===== config.mk =====
export PLATFORM = sky130hd
export DESIGN_NAME = sre_read_engine
export DESIGN_NICKNAME = d
export VERILOG_FILES = /design/src/pkg/sre_pkg.sv /design/src/core/sre_bus_cond.sv /design/src/core/sre_read_engine.sv
export SDC_FILE = /design/constraint.sdc
export NUM_CORES = 1
export LEC_CHECK = 0
export ABC_AREA = 1
export BUFFER_PORTS_ARGS = -buffer_cell sky130_fd_sc_hd__buf_2
export CORE_MARGIN = 2
export CORE_UTILIZATION = 30
export DETAILED_ROUTE_END_ITERATION = 10
export GPL_ROUTABILITY_DRIVEN = 0
export MAX_ROUTING_LAYER = met4
export SYNTH_ARGS = -nofsm -noshare
export SYNTH_HDL_FRONTEND = slang
export SYNTH_SLANG_ARGS = --single-unit
export TNS_END_PERCENT = 1

===== constraint.sdc =====
create_clock -name mclk_in -period 2.1 [get_ports mclk_in]
set_clock_uncertainty 0.2 [all_clocks]
set_input_delay 0.315 -clock mclk_in [delete_from_list [all_inputs] [get_ports mclk_in]]
set_output_delay 0.315 -clock mclk_in [all_outputs]
set_load 0.02 [all_outputs]

===== src/pkg/sre_pkg.sv =====
// constants, types and states of the serial eeprom read engine
// assumes one 40 MHz clock; bus lines sampled as synchronous inputs
// Operation
// - read header equals write header but direction bit is 1.
// - support current-address, located and multi-byte read forms.
// - word counter holds last accessed location plus one.
// - counter survives between transactions, no reload at start or stop.
// - read increment wraps whole array from top byte to zero.
// - after acked read header, shift out counter's byte msb first.
// - device acks second header and sends byte at loaded location.
// - multi-byte read may start from either read form.
// - counter advances after each byte sent; master ack sends next byte at once.
// - top of memory does not stop multi-byte read; counter wraps.
// - nack then stop ends multi-byte read; device stops driving.
// - bytes are eight bits; device acks each received byte low.
// - strap bits must match header; mismatch gives no ack, idle.
// - stop after a read returns device to idle.
package sre_pkg;
   localparam int ADDR_W = 16;
   localparam int BYTE_W = 8;
   localparam int PAGE_W = 7;
   localparam logic [3:0] BITS_FULL = 4'h8;
   localparam logic [4:0] DEV_PREFIX = 5'h14;
   localparam real MCLK_NS = 25.0;

   typedef struct packed {
      logic scl_rise;
      logic scl_fall;
      logic start;
      logic stop;
   } sre_bus_ev_t;

   typedef enum logic [10:0] {
      ST_IDLE = 11'h001,
      ST_DEV = 11'h002,
      ST_DACK = 11'h004,
      ST_ADRH = 11'h008,
      ST_AACKH = 11'h010,
      ST_ADRL = 11'h020,
      ST_AACKL = 11'h040,
      ST_WDAT = 11'h080,
      ST_WACK = 11'h100,
      ST_RDAT = 11'h200,
      ST_RACK = 11'h400
   } sre_state_t;

   localparam sre_state_t ST_WAIT = ST_IDLE;
endpackage


===== src/core/sre_bus_cond.sv =====
// bus condition detector: serial clock edges, start and stop
// assumes scl and sda already synchronous to mclk_in
`timescale 1ns/100ps
module sre_bus_cond (
   input wire logic mclk_in,
   input wire logic rst_n_in,
   input wire logic scl_in,
   input wire logic sda_in,
   output sre_pkg::sre_bus_ev_t ev_out
);
   import sre_pkg::*;

   logic scl_ff;
   logic sda_ff;
   logic nxt_scl;
   logic nxt_sda;

   // ==========================================
   // previous line levels
   always_comb begin
      nxt_scl = scl_in;
      nxt_sda = sda_in;
   end

   always_ff @(posedge mclk_in) begin
      if (!rst_n_in) begin
         scl_ff <= 1'b1;
         sda_ff <= 1'b1;
      end else begin
         scl_ff <= nxt_scl;
         sda_ff <= nxt_sda;
      end
   end

   // ==========================================
   // edge and condition decode
   always_comb begin
      ev_out.scl_rise = scl_in & ~scl_ff;
      ev_out.scl_fall = ~scl_in & scl_ff;
      ev_out.start = scl_in & scl_ff & sda_ff & ~sda_in;
      ev_out.stop = scl_in & scl_ff & ~sda_ff & sda_in;
   end
endmodule // sre_bus_cond


===== src/core/sre_read_engine.sv =====
// two-wire eeprom target: header decode, address load, reads
// assumes array read data valid one clock after mem_addr_out changes
`timescale 1ns/100ps
module sre_read_engine (
   input wire logic mclk_in,
   input wire logic rst_n_in,
   input wire logic scl_in,
   input wire logic sda_in,
   output logic sda_out,
   output logic sda_oe_out,
   input wire logic strap_select_hi_in,
   input wire logic strap_select_lo_in,
   output logic [sre_pkg::ADDR_W-1:0] mem_addr_out,
   input wire logic [sre_pkg::BYTE_W-1:0] mem_data_in,
   output logic [sre_pkg::BYTE_W-1:0] wr_data_out,
   output logic wr_strobe_out
);
   import sre_pkg::*;

   sre_bus_ev_t ev;
   sre_state_t state_ff, nxt_state;
   logic [3:0] bits_ff, nxt_bits;
   logic [BYTE_W-1:0] shift_ff, nxt_shift;
   logic [BYTE_W-1:0] hi_ff, nxt_hi;
   logic [ADDR_W-1:0] addr_ff, nxt_addr;
   logic [BYTE_W-1:0] wdat_ff, nxt_wdat;
   logic oe_ff, nxt_oe;
   logic rw_ff, nxt_rw;
   logic stb_ff, nxt_stb;
   logic hdr_ok;

   // counter step: whole array, or inside the page for writes
   function automatic logic [ADDR_W-1:0] addr_step(input logic [ADDR_W-1:0] a,
                                                    input logic in_page);
      logic [ADDR_W-1:0] n;
      n = a + 16'h0001;
      if (in_page) begin
         n = {a[ADDR_W-1:PAGE_W], n[PAGE_W-1:0]};
      end
      return n;
   endfunction

   sre_bus_cond u_cond (
      .mclk_in(mclk_in),
      .rst_n_in(rst_n_in),
      .scl_in(scl_in),
      .sda_in(sda_in),
      .ev_out(ev)
   );

   assign hdr_ok = (shift_ff[7:3] == DEV_PREFIX) &&
                   (shift_ff[2] == strap_select_hi_in) &&
                   (shift_ff[1] == strap_select_lo_in);

   // ==========================================
   // protocol next state
   always_comb begin
      nxt_state = state_ff;
      nxt_bits = bits_ff;
      nxt_shift = shift_ff;
      nxt_hi = hi_ff;
      nxt_addr = addr_ff;
      nxt_wdat = wdat_ff;
      nxt_oe = oe_ff;
      nxt_rw = rw_ff;
      nxt_stb = 1'b0;
      if (ev.start) begin
         nxt_state = ST_DEV;
         nxt_bits = 4'h0;
         nxt_oe = 1'b0;
      end else if (ev.stop) begin
         nxt_state = ST_IDLE;
         nxt_oe = 1'b0;
      end else begin
         case (state_ff)
            ST_DEV, ST_ADRH, ST_ADRL, ST_WDAT: begin
               if (ev.scl_rise) begin
                  nxt_shift = {shift_ff[BYTE_W-2:0], sda_in};
                  nxt_bits = bits_ff + 4'h1;
               end else if (ev.scl_fall && bits_ff == BITS_FULL) begin
                  nxt_bits = 4'h0;
                  nxt_oe = 1'b1;
                  if (state_ff == ST_DEV) begin
                     nxt_rw = shift_ff[0];
                     nxt_state = ST_DACK;
                     if (!hdr_ok) begin
                        nxt_state = ST_IDLE;
                        nxt_oe = 1'b0;
                     end
                  end else if (state_ff == ST_ADRH) begin
                     nxt_hi = shift_ff;
                     nxt_state = ST_AACKH;
                  end else if (state_ff == ST_ADRL) begin
                     nxt_addr = {hi_ff, shift_ff};
                     nxt_state = ST_AACKL;
                  end else begin
                     nxt_wdat = shift_ff;
                     nxt_stb = 1'b1;
                     nxt_addr = addr_step(addr_ff, 1'b1);
                     nxt_state = ST_WACK;
                  end
               end
            end
            ST_DACK: begin
               if (ev.scl_fall) begin
                  nxt_bits = 4'h0;
                  if (rw_ff) begin
                     nxt_shift = mem_data_in;
                     nxt_oe = ~mem_data_in[BYTE_W-1];
                     nxt_state = ST_RDAT;
                  end else begin
                     nxt_oe = 1'b0;
                     nxt_state = ST_ADRH;
                  end
               end
            end
            ST_AACKH, ST_AACKL, ST_WACK: begin
               if (ev.scl_fall) begin
                  nxt_oe = 1'b0;
                  nxt_bits = 4'h0;
                  nxt_state = (state_ff == ST_AACKH) ? ST_ADRL : ST_WDAT;
               end
            end
            ST_RDAT: begin
               if (ev.scl_rise) begin
                  nxt_bits = bits_ff + 4'h1;
               end else if (ev.scl_fall) begin
                  if (bits_ff == BITS_FULL) begin
                     nxt_addr = addr_step(addr_ff, 1'b0);
                     nxt_bits = 4'h0;
                     nxt_oe = 1'b0;
                     nxt_state = ST_RACK;
                  end else begin
                     nxt_shift = {shift_ff[BYTE_W-2:0], 1'b0};
                     nxt_oe = ~shift_ff[BYTE_W-2];
                  end
               end
            end
            ST_RACK: begin
               if (ev.scl_rise) begin
                  if (sda_in) begin
                     nxt_state = ST_WAIT;
                  end else begin
                     nxt_bits = 4'h1;
                  end
               end else if (ev.scl_fall && bits_ff == 4'h1) begin
                  nxt_bits = 4'h0;
                  nxt_shift = mem_data_in;
                  nxt_oe = ~mem_data_in[BYTE_W-1];
                  nxt_state = ST_RDAT;
               end
            end
            default: begin
               nxt_state = ST_IDLE;
               nxt_oe = 1'b0;
            end
         endcase
      end
   end

   always_ff @(posedge mclk_in) begin
      if (!rst_n_in) begin
         state_ff <= ST_IDLE;
         bits_ff <= 4'h0;
         shift_ff <= 8'h00;
         hi_ff <= 8'h00;
         addr_ff <= 16'h0000;
         wdat_ff <= 8'h00;
         oe_ff <= 1'b0;
         rw_ff <= 1'b0;
         stb_ff <= 1'b0;
      end else begin
         state_ff <= nxt_state;
         bits_ff <= nxt_bits;
         shift_ff <= nxt_shift;
         hi_ff <= nxt_hi;
         addr_ff <= nxt_addr;
         wdat_ff <= nxt_wdat;
         oe_ff <= nxt_oe;
         rw_ff <= nxt_rw;
         stb_ff <= nxt_stb;
      end
   end

   assign sda_out = 1'b0;
   assign sda_oe_out = oe_ff;
   assign mem_addr_out = addr_ff;
   assign wr_data_out = wdat_ff;
   assign wr_strobe_out = stb_ff;

   // ==========================================
   // checks
   property p_start_dev;
      @(posedge mclk_in) disable iff (!rst_n_in)
         ev.start |=> (state_ff == ST_DEV) && !oe_ff;
   endproperty
   a_start_dev: assert property (p_start_dev) else $error("start not decoded");

   property p_keep_addr;
      @(posedge mclk_in) disable iff (!rst_n_in)
         (ev.start || ev.stop) |=> addr_ff == $past(addr_ff);
   endproperty
   a_keep_addr: assert property (p_keep_addr) else $error("counter reloaded");

   property p_ack_low;
      @(posedge mclk_in) disable iff (!rst_n_in)
         (state_ff inside {ST_DACK, ST_AACKH, ST_AACKL, ST_WACK}) |-> oe_ff;
   endproperty
   a_ack_low: assert property (p_ack_low) else $error("ack not driven");

   property p_mismatch;
      @(posedge mclk_in) disable iff (!rst_n_in)
         (state_ff == ST_DEV && ev.scl_fall && bits_ff == BITS_FULL && !hdr_ok
          && !ev.start && !ev.stop) |=> state_ff == ST_IDLE ##1 !oe_ff;
   endproperty
   a_mismatch: assert property (p_mismatch) else $error("mismatch acked");

   property p_rd_load;
      @(posedge mclk_in) disable iff (!rst_n_in)
         (state_ff == ST_DACK && rw_ff && ev.scl_fall && !ev.start && !ev.stop)
            |=> state_ff == ST_RDAT && shift_ff == $past(mem_data_in);
   endproperty
   a_rd_load: assert property (p_rd_load) else $error("read byte not loaded");

   property p_msb;
      @(posedge mclk_in) disable iff (!rst_n_in)
         (state_ff == ST_RDAT) |-> oe_ff == ~shift_ff[BYTE_W-1];
   endproperty
   a_msb: assert property (p_msb) else $error("wrong data bit driven");

   property p_rd_inc;
      @(posedge mclk_in) disable iff (!rst_n_in)
         (state_ff == ST_RDAT && ev.scl_fall && bits_ff == BITS_FULL
          && !ev.start && !ev.stop)
            |=> addr_ff == $past(addr_ff) + 16'h0001 && state_ff == ST_RACK;
   endproperty
   a_rd_inc: assert property (p_rd_inc) else $error("read step wrong");

   property p_nack;
      @(posedge mclk_in) disable iff (!rst_n_in)
         (state_ff == ST_RACK && ev.scl_rise && sda_in && !ev.start && !ev.stop)
            |=> state_ff == ST_WAIT && !oe_ff;
   endproperty
   a_nack: assert property (p_nack) else $error("nack not honoured");

   property p_stop_idle;
      @(posedge mclk_in) disable iff (!rst_n_in)
         ev.stop && !ev.start |=> state_ff == ST_IDLE ##1 !oe_ff;
   endproperty
   a_stop_idle: assert property (p_stop_idle) else $error("stop not to idle");

   c_located: cover property (@(posedge mclk_in) disable iff (!rst_n_in)
      state_ff == ST_AACKL ##[1:1000] state_ff == ST_RDAT);
   c_wrap: cover property (@(posedge mclk_in) disable iff (!rst_n_in)
      addr_ff == 16'hffff && state_ff == ST_RDAT ##[1:1000] addr_ff == 16'h0000);
   c_multi: cover property (@(posedge mclk_in) disable iff (!rst_n_in)
      state_ff == ST_RACK ##1 state_ff == ST_RACK [*1] ##[1:1000] state_ff == ST_RDAT);
endmodule // sre_read_engine


== Yosys cells after proc, flatten, opt, wreduce, memory -nomap -nowiden ==
Index checks and enable logic that the tools add are counted.

* Mux-type cells: 61
* Add/sub/neg operators: 2
* Equality and inequality tests: 46
* Reduce and logical (&&, ||, !) cells: 23
* Bitwise logic cells: 22

{| class="wikitable"
|+ Operator list
! cell !! number
|-
| $mux 16 || 8
|-
| $mux 11 || 11
|-
| $mux 8 || 9
|-
| $pmux 11 s5 || 1
|-
| $mux 4 || 9
|-
| $pmux 16 s2 || 1
|-
| $pmux 8 s4 || 1
|-
| $ne 2x2->1 const B || 15
|-
| $ne 4x4->1 const B || 7
|-
| $reduce_and 8->1 || 3
|-
| $reduce_and 11->1 || 2
|-
| $mux 9 || 2
|-
| $ne 3x3->1 const B || 6
|-
| $reduce_and 9->1 || 2
|-
| $add 16x1->16 const B || 1
|-
| $pmux 4 s4 || 1
|-
| $not 1->1 || 15
|-
| $mux 1 || 13
|-
| $eq 11x10->1 const B || 1
|-
| $eq 11x11->1 const B || 1
|-
| $eq 11x2->1 const B || 1
|-
| $eq 11x3->1 const B || 1
|-
| $eq 11x4->1 const B || 1
|-
| $eq 11x5->1 const B || 1
|-
| 26 further kinds || 41
|}

* Input bits: 14
* Register bits: 60
* Output and inout port bits: 27
* Word-level logic and storage cells: 167

== Logic depth before layout (Yosys ltp) ==
Gate-level depths: netlist of run 1.

* Word-level depth: 10
* Depth in mapped cells: 15
* Gate-level depth less buffers: 15

== Hierarchy ==
A second synthesis of run 1 with hierarchy kept.

* Cell total of the unflattened synthesis: 579
* Area total of the unflattened synthesis: 3,607.2 sq um

{| class="wikitable"
|+ By module, submodules not included
! module !! seq. area each (sq um) !! area each (sq um) !! times used !! cells an instance
|-
| sre_read_engine || 1,161.1 || 3,518.4 || 1 || 564
|-
| sre_bus_cond || 40.0 || 88.8 || 1 || 15
|}

== Worst setup path after synthesis of run 1 ==
OpenSTA, ideal clock, no wires.

* Path kind: reg2reg
* Start: register addr_ff[0] (netlist: mem_addr_out[0])
* End: register addr_ff[14] (netlist: mem_addr_out[14])
* Clock period less this slack: 2.045 ns
* Setup time: 0.064 ns
* Required time: 1.836 ns
* Arrival time: 1.780 ns
* Path slack: 0.055 ns
* Cell stages (with the launch flop): 14
* Path buffers: 0
* Cell sequence: dfxtp_1 -> ha_1 -> nand2_1 -> nor2_1 -> nand3_1 -> nor2_2 -> nand3_1 -> nor2_1 -> nand2_1 -> nand2_1 -> nand2_1 -> o21ai_0 -> nor2_1 -> nor2_1

* Cells in the longest elaborated chain, start to end: 5

{| class="wikitable"
|+ RTL lines
! item !! RTL line !! RTL
|-
| start, declared || sre_read_engine.sv:25 || <nowiki>logic [ADDR_W-1:0] addr_ff, nxt_addr;</nowiki>
|-
| start signal, assigned || sre_read_engine.sv:177 || <nowiki>addr_ff <= nxt_addr;</nowiki>
|-
| $add 16x1->16 || sre_read_engine.sv:36 || <nowiki>n = a + 16'h0001;</nowiki>
|-
| $mux 16 || sre_read_engine.sv:128 || <nowiki>if (bits_ff == BITS_FULL) begin</nowiki>
|-
| $mux 16 || sre_read_engine.sv:127 || <nowiki>end else if (ev.scl_fall) begin</nowiki>
|-
| $mux 16 || sre_read_engine.sv:125 || <nowiki>if (ev.scl_rise) begin</nowiki>
|-
| $pmux 16 s2 || sre_read_engine.sv:75 || <nowiki>case (state_ff)</nowiki>
|}

Every way passes these cells. The select of a mux whose other input is x is not followed.
A chain may end at the register's enable or synchronous reset.

== Final worst setup path of run 1 ==
* Start: register state_ff[5]
* End: register addr_ff[13] (netlist: mem_addr_out[13])

* Cells in the longest elaborated chain, start to end: 4
* Elaborated cells between the ends (all ways): 17
* Classes of those cells: 13 x eq/ne; 1 x mux; 3 x reduce/logical

{| class="wikitable"
|+ RTL lines
! item !! RTL line !! RTL
|-
| start, declared || sre_read_engine.sv:21 || <nowiki>sre_state_t state_ff, nxt_state;</nowiki>
|-
| start signal, assigned || sre_read_engine.sv:173 || <nowiki>state_ff <= nxt_state;</nowiki>
|-
| $eq 11x2->1 (tied with other cells) || sre_read_engine.sv:75, sre_read_engine.sv:83 ||
|-
| $reduce_or 4->1 || sre_read_engine.sv:75 ||
|-
| $ne 2x2->1 (no source line) / $reduce_bool 2->1 (equally long branches) || - ||
|-
| $reduce_and 11->1 (no source line) || - ||
|}

Several ways; a longest one is shown, not always the timed one.

==> run_results.csv, run 1 <==
group,metric,value,unit
synthesis,synth-simple-area-share,0.3410,
global_routing,groute.usage.overall,0.1646,
layout,drive_gt1_frac,0.3415,
floorplan,start_util,0.3100,
layout,insertedDiodeCount,0,
global_routing,grt_max_degree,33,
pwr,clkPwrFrac,0.559,
worst_setup_path,worstSetupStartpoint,"state_ff[5]$_SDFFE_PP0P_",
pwr,p_sw,616.9,µW
worst_setup_path,crit_required,2.16,ns
synthesis,synth_xor_area_frac,0.009814,
clocking,postCtsHoldBufs,0,
worst_setup_path,ff2ff_setup_slack,0.05,ns
timing,rsz0062_at_grt,"true",
worst_hold_path,holdPathStages,3,
worst_setup_path,r2r_start,"state_ff[5]$_SDFFE_PP0P_",
synthesis,synth-seq-cells,60,
worst_setup_path,endpoint_kind,"flip-flop",
floorplan,row_count,39,
timing,setup_viol,0,
worst_hold_path,worstHoldStart,"scl_in",
clocking,path_clk_slew,0.06,ns
detailed_routing,drt-wirelength-per-cell,14.23,µm
worst_hold_path,hold_end,"u_cond.scl_ff$_SDFF_PN1_",
clocking,cts-htree-levels,3,
status,status,"finished, violations left",
detailed_routing,drc_errors,6,
global_routing,antenna_found_initial,0,
synthesis,synth.avg_cell_area,6.723,µm²
clocking,cts_tree,"yes",
synthesis,ys_seq_area_frac,0.3365,
timing,min_period,2.054,ns
floorplan,die_w,113.1,µm
synthesis,synth-main-ff-cell,"dfxtp_1",
layout,final_nets,632,
layout,area_growth_syn_to_layout,35.58,%
timing,finalCritPeriodShare,0.9783,
place,numPlacedInstances,725,
floorplan,die_area,12790,µm²
synthesis,synth_compound_area_frac,0.1924,
worst_setup_path,critical_path_arrival,2.12,ns
pwr,p_per_area,599.4,nW/µm²
place,io_buffers,39,
worst_setup_path,rr_worst_depth,11,
worst_setup_path,r2r-end,"mem_addr_out[13]$_SDFFE_PN0P_",
timing,clock.fmax,0.4867,GHz
timing,hold_violations,0,
synthesis,synthMuxAreaShare,0,
detailed_routing,ant_nets,0,
global_routing,grt_overflow_total,0,
synthesis,synth_edf_count,0,
synthesis,async_flop_share,0,
pwr,p_seq_frac,0.395,
floorplan,fp.dieH,113.1,µm
worst_setup_path,critPathKind,"reg2reg",
flow_run,drv_cap,0,
detailed_routing,routed_wl,10.78,mm
synthesis,syn_area,3570,µm²
clocking,clk_path_buf_depth,2,
clocking,clock_latency,0.32,ns
pwr,intPower,2284,µW
worst_hold_path,hold_class,"in2reg",
detailed_routing,via_per_inst,4.963,
status,violations,"DRC",
global_routing,grt_pass1_vias,3470,
detailed_routing,first_iter_violations,298,
detailed_routing,firstDrtPassIters,7,
clocking,numCtsBuffers,9,
worst_setup_path,crit_fanout,6,
detailed_routing,num_vias,3762,
pwr,combPwrFrac,0.047,
global_routing,grt_pass1_wl,16.43,mm
floorplan,core,11520,µm²
timing,slew_violations,0,
layout,finalNonFillerCells,758,
place,dp_hpwl,7.507,mm
synthesis,synth_top_family_by_area,"simple AND/OR/NAND/NOR gates",
timing,finalSetupTns,0,ns
synthesis,synth_warnings,0,
worst_setup_path,start_kind,"flip-flop",
synthesis,synth_fp_nets,552,
pwr,vdd_drop_max,0.4011,mV
synthesis,ys_types,46,
floorplan,io_pins,41,
pwr,switching_share,0.2127,
synthesis,synthAdderAreaFrac,0.02454,
clocking,clock-sinks,60,
synthesis,syn_inst,531,
clocking,clockRootBuffer,"clkbuf_16",
pwr,leakagePower,0.002153,µW
-- cells in the mapped netlist (2+ instances only) --
| master | count | share of area |
|---|---|---|
| nand2_1 | 104 | 0.11 |
| nor2_1 | 87 | 0.091 |
| dfxtp_1 | 60 | 0.34 |
| inv_1 | 53 | 0.056 |
| o21ai_0 | 44 | 0.062 |
| a21oi_1 | 32 | 0.045 |
| nand3_1 | 27 | 0.038 |
| inv_2 | 15 | 0.016 |
| o21ai_1 | 14 | 0.020 |
| nor3_1 | 10 | 0.014 |
| a211oi_2 | 8 | 0.028 |
| nor2_2 | 8 | 0.014 |
| ha_1 | 7 | 0.025 |
| nand2_2 | 7 | 0.012 |
| clkbuf_1 | 4 | 0.0042 |
| nand2_4 | 4 | 0.013 |
| nand4_1 | 4 | 0.0070 |
| nor2_4 | 4 | 0.013 |
| buf_4 | 3 | 0.0063 |
| nand3_2 | 3 | 0.0084 |
| xor2_1 | 3 | 0.0074 |
| a311oi_1 | 2 | 0.0049 |
| buf_2 | 2 | 0.0028 |
| buf_6 | 2 | 0.0063 |
| o21bai_1 | 2 | 0.0042 |
| o22ai_1 | 2 | 0.0035 |
-- power by group through the flow --
stage / Clock (µW) / Combinational (µW) / Sequential, µW
floorplan: 0 / 69.2 / 1170
global placement: 0 / 119 / 1170
detailed placement: 0 / 120 / 1170
CTS: 1640 / 121 / 1150
global route: 1690 / 147 / 1140
finish: 1620 / 135 / 1140
-- registers in the layout, summed over array words and instances (netlist names), 4 cells and up --
signal,flops
hi_ff,8
state_ff,11
mem_addr_out,16
shift_ff,8
bits_ff,4
wr_data_out,8
-- cells in the final DEF, fill, tap and decap left out, types with 10 or more instances in the layout --
| cell type | n |
|---|---|
| nand2_1 | 91 |
| nor2_1 | 71 |
| inv_1 | 51 |
| dfxtp_1 | 47 |
| o21ai_0 | 39 |
| buf_2 | 39 |
| buf_4 | 34 |
| a21oi_1 | 30 |
| nand3_1 | 25 |
| nand2_2 | 18 |
| o21ai_1 | 17 |
| nor2_2 | 15 |
| inv_2 | 14 |
| nor2_4 | 13 |
| clkbuf_16 | 10 |
-- area by class of cell --
class	instances	area, µm²
clock inverters	4	72.57
repair inverters	1	7.507
inverters	70	272.8
well taps	143	178.9
fillers	1166	6676
repair buffers	79	558.0
clock buffers	11	252.7
multi-input cells	390	2267
flip-flops and latches	60	1230
-- layer usage --
layer	track usage	up-vias	part of all wire
li1	-	1886	-
met1	0.1974	1766	0.44
met2	0.2758	101	0.49
met3	0.04178	9	0.059
met4	0.04390	0	0.0095
met5	-	-	0
-- per-stage QoR --
step	hold slack, ns	worst slack (ns)	util	instance area [µm²]	total power [µW]
after floorplan	0.2153	0.05550	-	3570	1242
after global placement	0.2552	0.03588	0.3550	4088	1293
after detailed placement	0.2575	-0.04856	0.3550	4088	1294
after CTS	0.03375	0.003691	0.3846	4429	2913
after global routing	0.06135	-0.09074	0.4203	4840	2982
final	0.03291	0.04551	0.4203	4840	2901
-- worst max-delay path, cell delays in order, from the launching register on --
cell	delay, ns
dfxtp_4	0.36
nor2_4	0.15
nand2_4	0.08
nor2_4	0.19
nand2_4	0.13
buf_6	0.16
nand2_4	0.06
nand3b_4	0.08
nor2_4	0.23
clkbuf_16	0.19
o21ai_1	0.05
nor2_1	0.09
-- logic make-up (layout without fill, tap and decap cells) --
group                    count (synthesis)  count (layout)
adder cells (fa/ha/maj)                  7               7
AO/OA/AOI/OAI                          113             113
XOR/XNOR                                 4               4
flip-flops                              60              60
AND/OR/NAND/NOR                        264             265
buffers and inverters                   82             165
other                                    1               1
-- worst max path at each step --
stage                                     to
5_1_grt        mem_addr_out[15]$_SDFFE_PN0P_
6_report       mem_addr_out[13]$_SDFFE_PN0P_
4_1_cts        mem_addr_out[14]$_SDFFE_PN0P_
2_1_floorplan  mem_addr_out[14]$_SDFFE_PN0P_
3_5_place_dp   mem_addr_out[14]$_SDFFE_PN0P_
3_3_place_gp    mem_addr_out[6]$_SDFFE_PN0P_
-- timing repair --
action,4_1_cts,5_1_grt
setup buffers,1,14
endpoints found under the setup margin,17,45
cloned,0,3
gates resized for setup,4,84
hold endpoints to repair,0,0
pin swaps,1,22
Power figures use the tool's default switching activity.
==> run 2, diff against run 1 <==
Settings changed: ABC_AREA 1 to unset, CORE_UTILIZATION 30 to 59, PLACE_DENSITY set to 0.8.
==> run 2 against run 1 <==
Effect of this change: the flow finishes with violations (setup timing); non-clock buffer count increased by 76; first-iteration DRC count increased to 2.7 times the previous value; wire length increased by 38%; synthesized cell count decreased by 17%; utilization increased by 46 points; combinational power increased by 21%; area after synthesis increased by 3.0%; clock-buffer cell count decreased by 1; die area decreased by 46%; hold slack improved by 0.0087 ns; largest cell class unchanged.
==> run_results.csv, run 2 <==
group,metric,value,unit
status,status,"finished, violations left",
status,violations,"setup timing",
detailed_routing,via_per_inst,7.011,
layout,drive_gt1_frac,0.4466,
clocking,path_clk_slew,0.08,ns
timing,min_period,2.565,ns
detailed_routing,drc_errors,0,
synthesis,post-synth-top-count-cell,"dfxtp_1",
clocking,clk_path_buf_depth,2,
synthesis,synth_fp_nets,461,
floorplan,core,5991,µm²
clocking,clock_latency,0.37,ns
pwr,leakagePower,0.002210,µW
layout,largest_register_ffs,16,
detailed_routing,routed_wl,14.88,mm
synthesis,syn_area,3679,µm²
place,io_buffers,39,
pwr,combPwrFrac,0.065,
timing,hold_violations,0,
synthesis,synth_top_area_frac,0.3265,
synthesis,async_flop_share,0,
floorplan,die_area,6882,µm²
floorplan,die_w,82.96,µm
synthesis,synthMuxAreaShare,0.07075,
timing,finalCritPeriodShare,1.221,
clocking,postCtsHoldBufs,0,
place,place_area,4556,µm²
floorplan,row_count,28,
timing,setup_viol,58,
synthesis,yosys-top-cells-count,"dfxtp_1, nor2_1, nand2_1, o21ai_0, mux2i_1",
place,pre_cts_slack,-0.5116,ns
place,dp_hpwl,8.233,mm
clocking,cts-htree-levels,3,
detailed_routing,firstDrtPassIters,6,
synthesis,ys_seq_area_frac,0.3265,
timing,maxSlewHeadroom,0.5232,
pwr,intPower,1899,µW
worst_setup_path,critPathKind,"reg2reg",
pwr,p_seq_frac,0.451,
synthesis,synth_warnings,0,
synthesis,synth-simple-area-share,0.2755,
timing,rsz0062_at_grt,"true",
pwr,p_per_area,479.7,nW/µm²
pwr,p_sw,637.4,µW
floorplan,io_pins,41,
detailed_routing,first_iter_violations,799,
synthesis,synthAdderAreaFrac,0.02381,
worst_setup_path,crit_required,2.14,ns
global_routing,grt_overflow_total,0,
global_routing,antenna_found_initial,0,
global_routing,grt_pass1_wl,21.56,mm
worst_setup_path,critical_path_arrival,2.60,ns
worst_setup_path,start_kind,"flip-flop",
synthesis,synth.avg_cell_area,8.360,µm²
layout,insertedDiodeCount,0,
worst_hold_path,hold_class,"in2reg",
pwr,vdd_drop_max,0.5102,mV
global_routing,grt_pass1_vias,4333,
layout,area_growth_syn_to_layout,43.74,%
synthesis,yosys.area.top_type,"dfxtp_1",
worst_setup_path,crit_fanout,7,
synthesis,synth-seq-cells,60,
layout,fillers,241,
floorplan,start_util,0.6140,
timing,slew_violations,0,
pwr,switching_share,0.2513,
pwr,clkPwrFrac,0.484,
layout,final_nets,596,
synthesis,synth_compound_area_frac,0.2221,
synthesis,ys_types,65,
flow_run,drv_cap,0,
detailed_routing,drt-wirelength-per-cell,22.71,µm
layout,seq_area,1220,µm²
timing,tightest_slew,0.7101,ns
pwr,p_total,2537,µW
synthesis,syn_inst,440,
timing,clock.fmax,0.3899,GHz
worst_setup_path,endpoint_kind,"flip-flop",
clocking,clockRootBuffer,"clkbuf_8",
layout,multi_input_area,2605,µm²
clocking,cts_tree,"yes",
global_routing,groute.usage.overall,0.3971,
global_routing,grt_max_degree,36,
clocking,clock-sinks,60,
clocking,numCtsBuffers,9,
synthesis,synth_top_family_by_area,"simple AND/OR/NAND/NOR gates",
synthesis,synth_xor_area_frac,0.02619,
detailed_routing,ant_nets,0,
timing,finalSetupTns,-17.62,ns
layout,design_area,5288,µm²
synthesis,synth_edf_count,0,
synthesis,ys_top_cells_by_area,"dfxtp_1, mux2i_1, o21ai_0",
layout,final_cell_mix,"buf_4, dfxtp_1, buf_2",
timing,fin_ws,-0.4650,ns
layout,layout_commonest_cell,"buf_4",
floorplan,fp.dieH,82.96,µm
synthesis,synth-main-ff-cell,"dfxtp_1",
detailed_routing,num_vias,4592,
## run 2: logic make-up (layout without fill, tap and decap cells)
kind of cell | after synthesis | after routing
AO/OA/AOI/OAI | 115 | 115
XOR/XNOR | 11 | 11
adder cells (fa/ha/maj) | 7 | 7
buffers and inverters | 41 | 181
flip-flops | 60 | 60
multiplexers | 26 | 26
other | 1 | 1
AND/OR/NAND/NOR | 179 | 179
## run 2: critical path, cell delays in order (launching register included)
cell and delay [ns]:
dfxtp_2 0.33, buf_4 0.14, nor4_2 0.33, nand2_1 0.23, nor2_2 0.42, a221oi_4 0.17
buf_4 0.21, o311ai_2 0.30, o31ai_2 0.11
## run 2: power groups by stage
stage | logic, µW | registers [µW] | clock network [µW]
detailed placement | 127 | 1170 | 0
floorplan | 70.1 | 1170 | 0
global placement | 123 | 1170 | 0
finish | 164 | 1140 | 1230
global route | 170 | 1140 | 1250
CTS | 140 | 1140 | 1200
## run 2: repair_timing
item | CTS | global route
pin swaps | 33 | 19
setup endpoints to repair | 58 | 58
setup buffers | 14 | 4
gates resized for setup | 72 | 38
cloned | 1 | 0
## run 2: final timing paths
path / startpoint / to / slack (ns) / depth (start not counted)
worst max-delay path: state_ff[6]$_SDFFE_PP0P_ / shift_ff[6]$_SDFFE_PN0P_ / -0.47 / 8
worst min-delay path: sda_in / u_cond.sda_ff$_SDFF_PN1_ / 0.04 / 2
worst max register to register: state_ff[6]$_SDFFE_PP0P_ / shift_ff[6]$_SDFFE_PN0P_ / -0.47 / 8
worst min register to register: sda_oe_out$_SDFFE_PP0P_ / sda_oe_out$_SDFFE_PP0P_ / 0.27 / 2
## run 2: layout make-up
cell class	instances	area share
tap	75	0.01775
sequential	60	0.2307
inverter	10	0.007099
clock inverter	6	0.01656
multi-input combinational	339	0.4927
clock buffer	10	0.02603
timing repair buffer	155	0.2092
## run 2: per-stage QoR
| stage | instances | util | hold slack [ns] |
|---|---|---|---|
| 6_report | 655 | 0.8826 | 0.04166 |
| 5_1_grt | 655 | 0.8826 | 0.06170 |
| 4_1_cts | 652 | 0.8546 | 0.03785 |
| 3_5_place_dp | 621 | 0.7604 | 0.2648 |
| 3_3_place_gp | 621 | 0.7604 | 0.2528 |
| 2_1_floorplan | 440 | - | 0.2153 |
## run 2: metal layers
| layer | share of wire | track usage |
|---|---|---|
| met1 | 0.36 | 0.4698 |
| met3 | 0.11 | 0.07555 |
| met4 | 0.077 | 0.2235 |
| met5 | 0 | - |
| met2 | 0.45 | 0.6342 |
